===== config.mk =====
export PLATFORM = sky130hd
export DESIGN_NAME = psa_converter
export DESIGN_NICKNAME = d
export VERILOG_FILES = /design/src/inc/psa_pkg.sv /design/src/rtl/psa_converter.sv /design/src/rtl/psa_quantizer.sv /design/src/rtl/psa_wake_timer.sv
export SDC_FILE = /design/constraint.sdc
export NUM_CORES = 1
export LEC_CHECK = 0
export BUFFER_PORTS_ARGS = -buffer_cell sky130_fd_sc_hd__buf_2
export CAP_MARGIN = 25
export CORE_ASPECT_RATIO = 1.2
export CORE_UTILIZATION = 55
export CTS_CLUSTER_DIAMETER = 200
export DETAILED_ROUTE_END_ITERATION = 12
export PLACE_DENSITY = 0.72
export SETUP_SLACK_MARGIN = 0.2
export SYNTH_ARGS = -nofsm -noshare
export SYNTH_HDL_FRONTEND = slang
export SYNTH_SLANG_ARGS = --single-unit

===== constraint.sdc =====
create_clock -name clk -period 1.81 [get_ports clk]
set_clock_uncertainty 0.15 [all_clocks]
set_input_delay 0.362 -clock clk [delete_from_list [all_inputs] [get_ports clk]]
set_output_delay 0.362 -clock clk [all_outputs]
set_load 0.1 [all_outputs]

===== src/inc/psa_pkg.sv =====
// Shared constants and types for the pipelined sample converter model.
// Assumes a single 50 MHz converter clock; sub-cycle analog delays are
// kept as named figures only, since they fall inside one clock period.
package psa_pkg;

  // ==========================================================================
  // Word format
  // ==========================================================================
  localparam int          PSA_WORD_W   = 8;
  localparam logic [7:0]  PSA_CODE_MIN = 8'h00;  // Straight binary bottom code.
  localparam logic [7:0]  PSA_CODE_MAX = 8'hFF;  // Straight binary top code.
  localparam logic [7:0]  PSA_OUT_RST  = 8'h00;
  localparam int          PSA_AIN_W    = 12;

  // ==========================================================================
  // Timing
  // ==========================================================================
  localparam int PSA_CLK_MHZ          = 50;
  localparam int PSA_APERTURE_DELAY_NS = 3;   // aperture_delay_time, sub-cycle.
  localparam int PSA_OUTPUT_DELAY_NS   = 14;  // output_delay_time, sub-cycle.
  localparam int PSA_LATENCY_HALVES    = 5;   // 2.5 clock cycles.
  localparam int PSA_PIPE_STAGES       = (PSA_LATENCY_HALVES - 1) / 2;
  localparam int PSA_WAKE_TIME_NS      = 140;
  localparam int PSA_WAKE_CYCLES       = (PSA_WAKE_TIME_NS * PSA_CLK_MHZ + 999) / 1000;

  // ==========================================================================
  // Power states
  // ==========================================================================
  typedef enum logic [1:0] {
    PSA_PWR_OFF,
    PSA_PWR_WAKE,
    PSA_PWR_ON
  } psa_pwr_t;

endpackage


===== src/rtl/psa_converter.sv =====
// Top of the pipelined sample converter: falling-edge sampling, a rising
// edge pipeline, the parallel output word with its enable, and power-down.
// Assumes all inputs are synchronous to clk; the pad logic resolves the
// high-impedance level from data_oe.
//
// Overview of operation
// - Take each sample on the falling clock edge, hold after aperture delay.
// - Sample's word appears two and a half cycles later plus output delay.
// - A new word every clock cycle, trailing its conversion by fixed latency.
// - Output word changes only after a rising clock edge.
// - Convert while the clock runs; no clock means no new samples.
// - Power-down pin high powers down; low means normal operation.
// - While powered down, all output pins are high impedance; here only the data word floats (data_oe low), data_ready is driven low.
// - After power-down release, data is invalid for about 140 ns.
// - Inputs below bottom reference give the all-zero word.
// - Inputs above top reference give the all-one word.
// - Inputs between references resolve into eight-bit words.
`timescale 1ns/1ps
module psa_converter
  import psa_pkg::*;
#(
  parameter int AIN_W    = psa_pkg::PSA_AIN_W,
  parameter int STAGES   = psa_pkg::PSA_PIPE_STAGES,
  parameter int WAKE_CYC = psa_pkg::PSA_WAKE_CYCLES
)(
  input  wire logic                           clk,
  input  wire logic                           rst,
  input  wire logic                           clk_run,
  input  wire logic                           power_down_pin,
  input  wire logic [AIN_W-1:0]               ain,
  input  wire logic [AIN_W-1:0]               ref_bot,
  input  wire logic [AIN_W-1:0]               ref_top,
  output logic      [psa_pkg::PSA_WORD_W-1:0] data_out,
  output logic                                data_oe,
  output logic                                data_ready
);

  import psa_pkg::*;

  logic [PSA_WORD_W-1:0] quant_code;
  logic                  awake;
  logic [PSA_WORD_W-1:0] samp_reg;
  logic [PSA_WORD_W-1:0] samp_next;
  logic [PSA_WORD_W-1:0] pipe_reg  [STAGES];
  logic [PSA_WORD_W-1:0] pipe_next [STAGES];
  logic [PSA_WORD_W-1:0] out_reg;
  logic [PSA_WORD_W-1:0] out_next;
  logic                  oe_reg;
  logic                  oe_next;
  logic                  rdy_reg;
  logic                  rdy_next;

  // ==========================================================================
  // Quantizer and power tracking
  // ==========================================================================
  // The quantizer is combinational; the falling-edge flop acts as the hold.
  psa_quantizer #(
    .AIN_W    (AIN_W)
  ) u_quant (
    .ain      (ain),
    .ref_bot  (ref_bot),
    .ref_top  (ref_top),
    .code     (quant_code)
  );

  psa_wake_timer #(
    .WAKE_CYC       (WAKE_CYC)
  ) u_wake (
    .clk            (clk),
    .rst            (rst),
    .power_down_pin (power_down_pin),
    .clk_run        (clk_run),
    .awake          (awake)
  );

  // ==========================================================================
  // Falling-edge sample
  // ==========================================================================
  // The aperture delay is a few nanoseconds, far inside the half period,
  // so the hold instant is modelled as the falling edge itself.
  always_comb
  begin
    samp_next = samp_reg;
    if (power_down_pin)
    begin
      samp_next = PSA_OUT_RST;
    end
    else if (clk_run)
    begin
      samp_next = quant_code;
    end
  end

  // Registers only, on the falling edge.
  always_ff @(negedge clk or posedge rst)
  begin
    if (rst)
    begin
      samp_reg <= PSA_OUT_RST;
    end
    else
    begin
      samp_reg <= samp_next;
    end
  end

  // ==========================================================================
  // Rising-edge pipeline
  // ==========================================================================
  // Stage 0 takes the held sample half a cycle after it was taken; each
  // further stage adds one cycle, so the total comes to two and a half.
  for (genvar i = 0; i < STAGES; i++)
  begin : g_stage
    always_comb
    begin
      pipe_next[i] = pipe_reg[i];
      if (power_down_pin)
      begin
        pipe_next[i] = PSA_OUT_RST;
      end
      else if (clk_run)
      begin
        pipe_next[i] = (i == 0) ? samp_reg : pipe_reg[(i == 0) ? 0 : i - 1];
      end
    end

    // Registers only.
    always_ff @(posedge clk or posedge rst)
    begin
      if (rst)
      begin
        pipe_reg[i] <= PSA_OUT_RST;
      end
      else
      begin
        pipe_reg[i] <= pipe_next[i];
      end
    end
  end

  // ==========================================================================
  // Output stage
  // ==========================================================================
  // The ready flag marks words the capturing side may trust; it is low for
  // the settling interval, until the wake timer declares the converter awake.
  always_comb
  begin
    out_next = out_reg;
    oe_next  = 1'b1;
    rdy_next = 1'b0;
    if (power_down_pin)
    begin
      out_next = PSA_OUT_RST;
      oe_next  = 1'b0;
    end
    else if (clk_run)
    begin
      out_next = pipe_reg[STAGES-1];
    end
    if (!power_down_pin && awake)
    begin
      rdy_next = 1'b1;
    end
  end

  // Registers only; every top output leaves from here.
  always_ff @(posedge clk or posedge rst)
  begin
    if (rst)
    begin
      out_reg <= PSA_OUT_RST;
      oe_reg  <= 1'b0;
      rdy_reg <= 1'b0;
    end
    else
    begin
      out_reg <= out_next;
      oe_reg  <= oe_next;
      rdy_reg <= rdy_next;
    end
  end

  assign data_out   = out_reg;
  assign data_oe    = oe_reg;
  assign data_ready = rdy_reg;
endmodule // psa_converter


===== src/rtl/psa_quantizer.sv =====
// Combinational quantizer: maps an analog level between two references
// onto an eight-bit straight binary code with saturation at both ends.
// Assumes the level and references arrive as unsigned numbers on one scale.
`timescale 1ns/1ps
module psa_quantizer
  import psa_pkg::*;
#(
  parameter int AIN_W = psa_pkg::PSA_AIN_W
)(
  input  wire logic [AIN_W-1:0]            ain,
  input  wire logic [AIN_W-1:0]            ref_bot,
  input  wire logic [AIN_W-1:0]            ref_top,
  output logic      [psa_pkg::PSA_WORD_W-1:0] code
);

  logic [AIN_W-1:0]   span;
  logic [AIN_W+7:0]   num;
  logic [AIN_W+7:0]   quot;

  // ==========================================================================
  // Scaling
  // ==========================================================================
  // The quotient stays below 256 because the offset is smaller than the span.
  always_comb
  begin
    span = ref_top - ref_bot;
    num  = {ain - ref_bot, 8'h00};
    quot = (span == '0) ? '0 : num / {8'h00, span};
    if ((ain <= ref_bot) || (ref_top <= ref_bot))
    begin
      code = PSA_CODE_MIN;
    end
    else if (ain >= ref_top)
    begin
      code = PSA_CODE_MAX;
    end
    else
    begin
      code = quot[7:0];
    end
  end

endmodule // psa_quantizer


===== src/rtl/psa_wake_timer.sv =====
// Power state tracker: holds the converter off while power-down is high
// and counts the settling time after release before declaring it awake.
// Assumes power_down_pin is synchronous to clk.
`timescale 1ns/1ps
module psa_wake_timer
  import psa_pkg::*;
#(
  parameter int WAKE_CYC = psa_pkg::PSA_WAKE_CYCLES
)(
  input  wire logic clk,
  input  wire logic rst,
  input  wire logic power_down_pin,
  input  wire logic clk_run,
  output logic      awake
);

  localparam int CW = $clog2(WAKE_CYC + 1);
  localparam logic [CW-1:0] CNT_LOAD = CW'(WAKE_CYC);

  psa_pwr_t       state_reg;
  psa_pwr_t       state_next;
  logic [CW-1:0]  cnt_reg;
  logic [CW-1:0]  cnt_next;

  // ==========================================================================
  // Next state
  // ==========================================================================
  // In WAKE the count only advances on running cycles; the release cycle loads CNT_LOAD - 1 whatever clk_run is.
  always_comb
  begin
    state_next = state_reg;
    cnt_next   = cnt_reg;
    unique case (state_reg)
      PSA_PWR_OFF:
      begin
        cnt_next = CNT_LOAD;
        if (!power_down_pin)
        begin
          state_next = PSA_PWR_WAKE;
          cnt_next   = CNT_LOAD - CW'(1);
        end
      end
      PSA_PWR_WAKE:
      begin
        if (clk_run && (cnt_reg != '0))
        begin
          cnt_next = cnt_reg - CW'(1);
        end
        // A count that starts at zero (one-cycle settling) still ends the wait.
        if (clk_run && (cnt_reg <= CW'(1)))
        begin
          state_next = PSA_PWR_ON;
        end
      end
      PSA_PWR_ON:
      begin
        cnt_next = '0;
      end
    endcase
    if (power_down_pin)
    begin
      state_next = PSA_PWR_OFF;
      cnt_next   = CNT_LOAD;
    end
  end

  // Registers only.
  always_ff @(posedge clk or posedge rst)
  begin
    if (rst)
    begin
      state_reg <= PSA_PWR_OFF;
      cnt_reg   <= CNT_LOAD;
    end
    else
    begin
      state_reg <= state_next;
      cnt_reg   <= cnt_next;
    end
  end

  assign awake = (state_reg == PSA_PWR_ON);

endmodule // psa_wake_timer


==> reports/metrics.csv, run 1 <==
metric;value;unit
grt_usage;90.3;%
cts_htree_levels;2;
status;aborted with a tool error;
grt_start_max_net_pins;40;
ys_async_sr_fraction;100;%
synth-seq-cells;39;
ys_seq_area_share;7.39;%
dpl.cell_count;2905;
gp_congestion;1.06;
cts_buffers;5;
placementRows;61;
firstError;[ERROR GRT-0116] Global routing finished with congestion. Check the congestion regions in the DRC Viewer.;
avgSynthCellArea;7.30;sq um
syn-num-nets;2063;
yosysMostFrequentCell;ha_1;
preCtsSetupSlack;-38.23;ns
grt_overflow;954;
hpwl;43.9;mm
io_pins;50;
synth_flop_cell;dfrtp_1;
cts_root_buffer;clkbuf_16;
die_w;144;microns
grt_pass1_wl;176;mm
synthTopCellsByArea;ha_1 (19%), a21oi_1 (6.7%), dfrtp_1 (5.3%), nor2_1 (4.9%), xnor2_1 (4.9%);
clock_path_buffers;2;
yosys_warnings;0;
grt_pass1_vias;28600;
die_y;172;microns
haltStage;global routing (5_1_grt);
ys_top_cells_by_count;ha_1 (204), a21oi_1 (178), nor2_1 (173), nand2_1 (147), o21ai_0 (108);
synth_area;13300;sq um
ys_types;101;
yosysTopAreaCell;ha_1;
synth_cells;1816;
synth_edf_count;0;
clock_sinks;39;
start_util;56.6;%
portBuffers;49;
netlist.area_leader.share;19.3;%
[cells by family after synthesis]
family | synth area share (%)
compound gates | 31.2
flops | 7.39
xor+xnor | 7.26
buf+inv | 3.92
simple gates | 23.4
mux | 7.06
fa+ha+maj | 19.7
[through the flow]
stage | instance area, sq um | utilization [%]
after CTS | 22900 | 97.8
after detailed placement | 20200 | 86.0
after global placement | 20200 | 86.0
after floorplan | 14100 | -
[layer usage]
| layer | GRT usage, % | overflow |
|---|---|---|
| met2 | 113 | 685 |
| met4 | 99.7 | 207 |
| met3 | 73.1 | 30 |
| met5 | 45.1 | 7 |
| met1 | 83.2 | 25 |
[repair_timing]
action	in CTS
setup endpoints to repair	19
resized for setup	220
hold buffers	1
pin swaps	168
gates cloned	0
setup buffers	219
hold endpoints to repair	8
==> run 2: changes to the inputs <==
- CORE_ASPECT_RATIO: 1.2 -> not set
- CORE_UTILIZATION: 55 -> 40
- CTS_CLUSTER_DIAMETER: 200 -> not set
- PLACE_DENSITY: 0.72 -> not set
- PLACE_DENSITY_LB_ADDON: not set -> 0.15
- SETUP_SLACK_MARGIN: 0.2 -> not set
==> run 2 against run 1 <==
  * The flow now finishes, with violations (negative setup slack)
  * Area after synthesis is the same
  * Synthesized cell count is the same
==> reports/metrics.csv, run 2 <==
metric;value;unit
start_kind;input port;
slew_headroom;54.1;%
placementRows;66;
critPathSlowestCell;o41ai_4;
crit_type;in -> reg;
clkTransAtPathRegs;0.04;ns
status;complete, but fails checks;
drt_iter0_drc;1422;
cts_tree;built;
ant_nets;0;
layout.cells.most_common;buf_4;
coreArea;32500;sq um
fin_setup_tns;-234.86;ns
cts_buffers;5;
max_cap_viol_count;0;
drive_gt1_share;51.4;%
grt_start_max_net_pins;40;
tightest_slew;0.687;ns
synthTopCellsByArea;ha_1 (19%), a21oi_1 (6.7%), dfrtp_1 (5.3%), nor2_1 (4.9%), xnor2_1 (4.9%);
portBuffers;49;
path_buf_inv;19;
final_util;73.8;%
worstReg2RegEnd;pipe_reg[8];
setup.worst_path.start;ref_top[0];
synth_area;13300;sq um
largest_reg_flops;16;
first_pass_iters;7;
rsz0062_at_grt;yes;
final_cell_mix;buf_4 (1006), nor2_1 (152), ha_1 (152), nand2_1 (135), a21oi_1 (120);
synth_flop_cell;dfrtp_1;
hpwl;42.8;mm
clock_path_buffers;2;
worstPathMaxFanout;14;
vias;19400;
hold_end;samp_reg[3];
wl_met3;4.17;mm
avgSynthCellArea;7.30;sq um
cts_root_buffer;clkbuf_16;
clock_sinks;39;
die-area;33900;sq um
nets;3128;
clk_latency;0.30;ns
timing.final.ws_setup;-37.42;ns
cts_htree_levels;2;
grt_usage;34.4;%
grt_overflow;0;
wire_per_inst;18.9;microns
met1_length;25.8;mm
yosysTopAreaCell;ha_1;
fill_cells;2435;
ys_top_cells_by_count;ha_1 (204), a21oi_1 (178), nor2_1 (173), nand2_1 (147), o21ai_0 (108);
syn_to_final_growth;81.1;%
wirelength;62.9;mm
synth-seq-cells;39;
violations;negative setup slack;
crit_family;compound AO/OA/AOI/OAI gates;
synth_cells;1816;
holdPathStages;2;
yosysMostFrequentCell;ha_1;
r2r_cells;2;
syn-num-nets;2063;
hold_viol;0;
ys_types;101;
die_w;184;microns
seq_area;980;sq um
critPathArrivalTime;38.30;ns
rr_startpoint;samp_reg[0];
finalSetupViolations;8;
path_common_cell;o21a_1;
critical_path_depth;215;
netlist.area_leader.share;19.3;%
ys_seq_area_share;7.39;%
yosys_warnings;0;
die_y;184;microns
hold_start;samp_reg[3];
hp-class;reg -> reg;
start_util;40.7;%
wl_met2;29.3;mm
synth_edf_count;0;
drc_errors;0;
maxSlewViolCount;0;
multi_input_area;13600;sq um
via_per_inst;5.82;
crit_required;0.88;ns
antenna_found_initial;1;
grt_pass1_vias;18600;
worst_path_largest_cell_delay;0.49;ns
holdWs;0.293;ns
rrSetupSlack;0.02;ns
gp_congestion;0.984;
grt_pass1_wl;93.9;mm
ys_async_sr_fraction;100;%
top_layer_used;met4;
end_kind;flop;
io_pins;50;
==> run 2: how the worst max path moves through the flow <==
stage                              to
final                     samp_reg[0]
after global routing      samp_reg[0]
after CTS                 samp_reg[0]
after detailed placement  samp_reg[0]
after global placement    samp_reg[0]
after floorplan           samp_reg[0]
==> run 2: cell families after synthesis <==
group / after synthesis / share of synthesized area, %
xor+xnor: 109 / 7.26
fa+ha+maj: 207 / 19.7
compound gates: 617 / 31.2
buf+inv: 130 / 3.92
flops: 39 / 7.39
mux: 87 / 7.06
simple gates: 627 / 23.4
==> run 2: tightest hold or removal path, cell delays in order, from the launching register on <==
cell and delay (ns):
dfrtn_1 0.41, nand2_1 0.05, o21ai_1 0.06
==> run 2: layout make-up <==
type                            count  area share, %
Multi-Input combinational cell   1647           56.8
Clock buffer                        6          0.537
Timing Repair Buffer             1098           34.8
Inverter                           90           1.46
Tap cell                          442           2.30
Sequential cell                    39           4.08
Clock inverter                      2         0.0521
Antenna cell                        1         0.0104
==> run 2: per-stage QoR <==
stage               area [sq um]  cells  setup WS [ns]
finish                     24000   3325         -37.42
global route               24000   3325         -39.11
CTS                        23000   3257         -35.48
detailed placement         20300   3031         -38.05
global placement           20300   3031         -37.14
floorplan                  14000   1816         -37.10
==> run 2: per-layer routing <==
layer | track usage [%] | vias up
met5 | 0 | -
met4 | 17.7 | 0
met3 | 2.73 | 281
met2 | 58.5 | 892
met1 | 43.4 | 9163
li1 | - | 9015
==> run 2: what timing repair did <==
action	4_1_cts	5_1_grt
hold buffers	1	0
hold endpoints to repair	3	0
setup endpoints to repair	9	13
pin swaps	151	123
setup buffers	218	69
gates resized for setup	200	117
Power of run 2 is left out: the tool's default activity adds up to more than one toggle a clock period on the data nets, which glitch-free logic cannot reach.
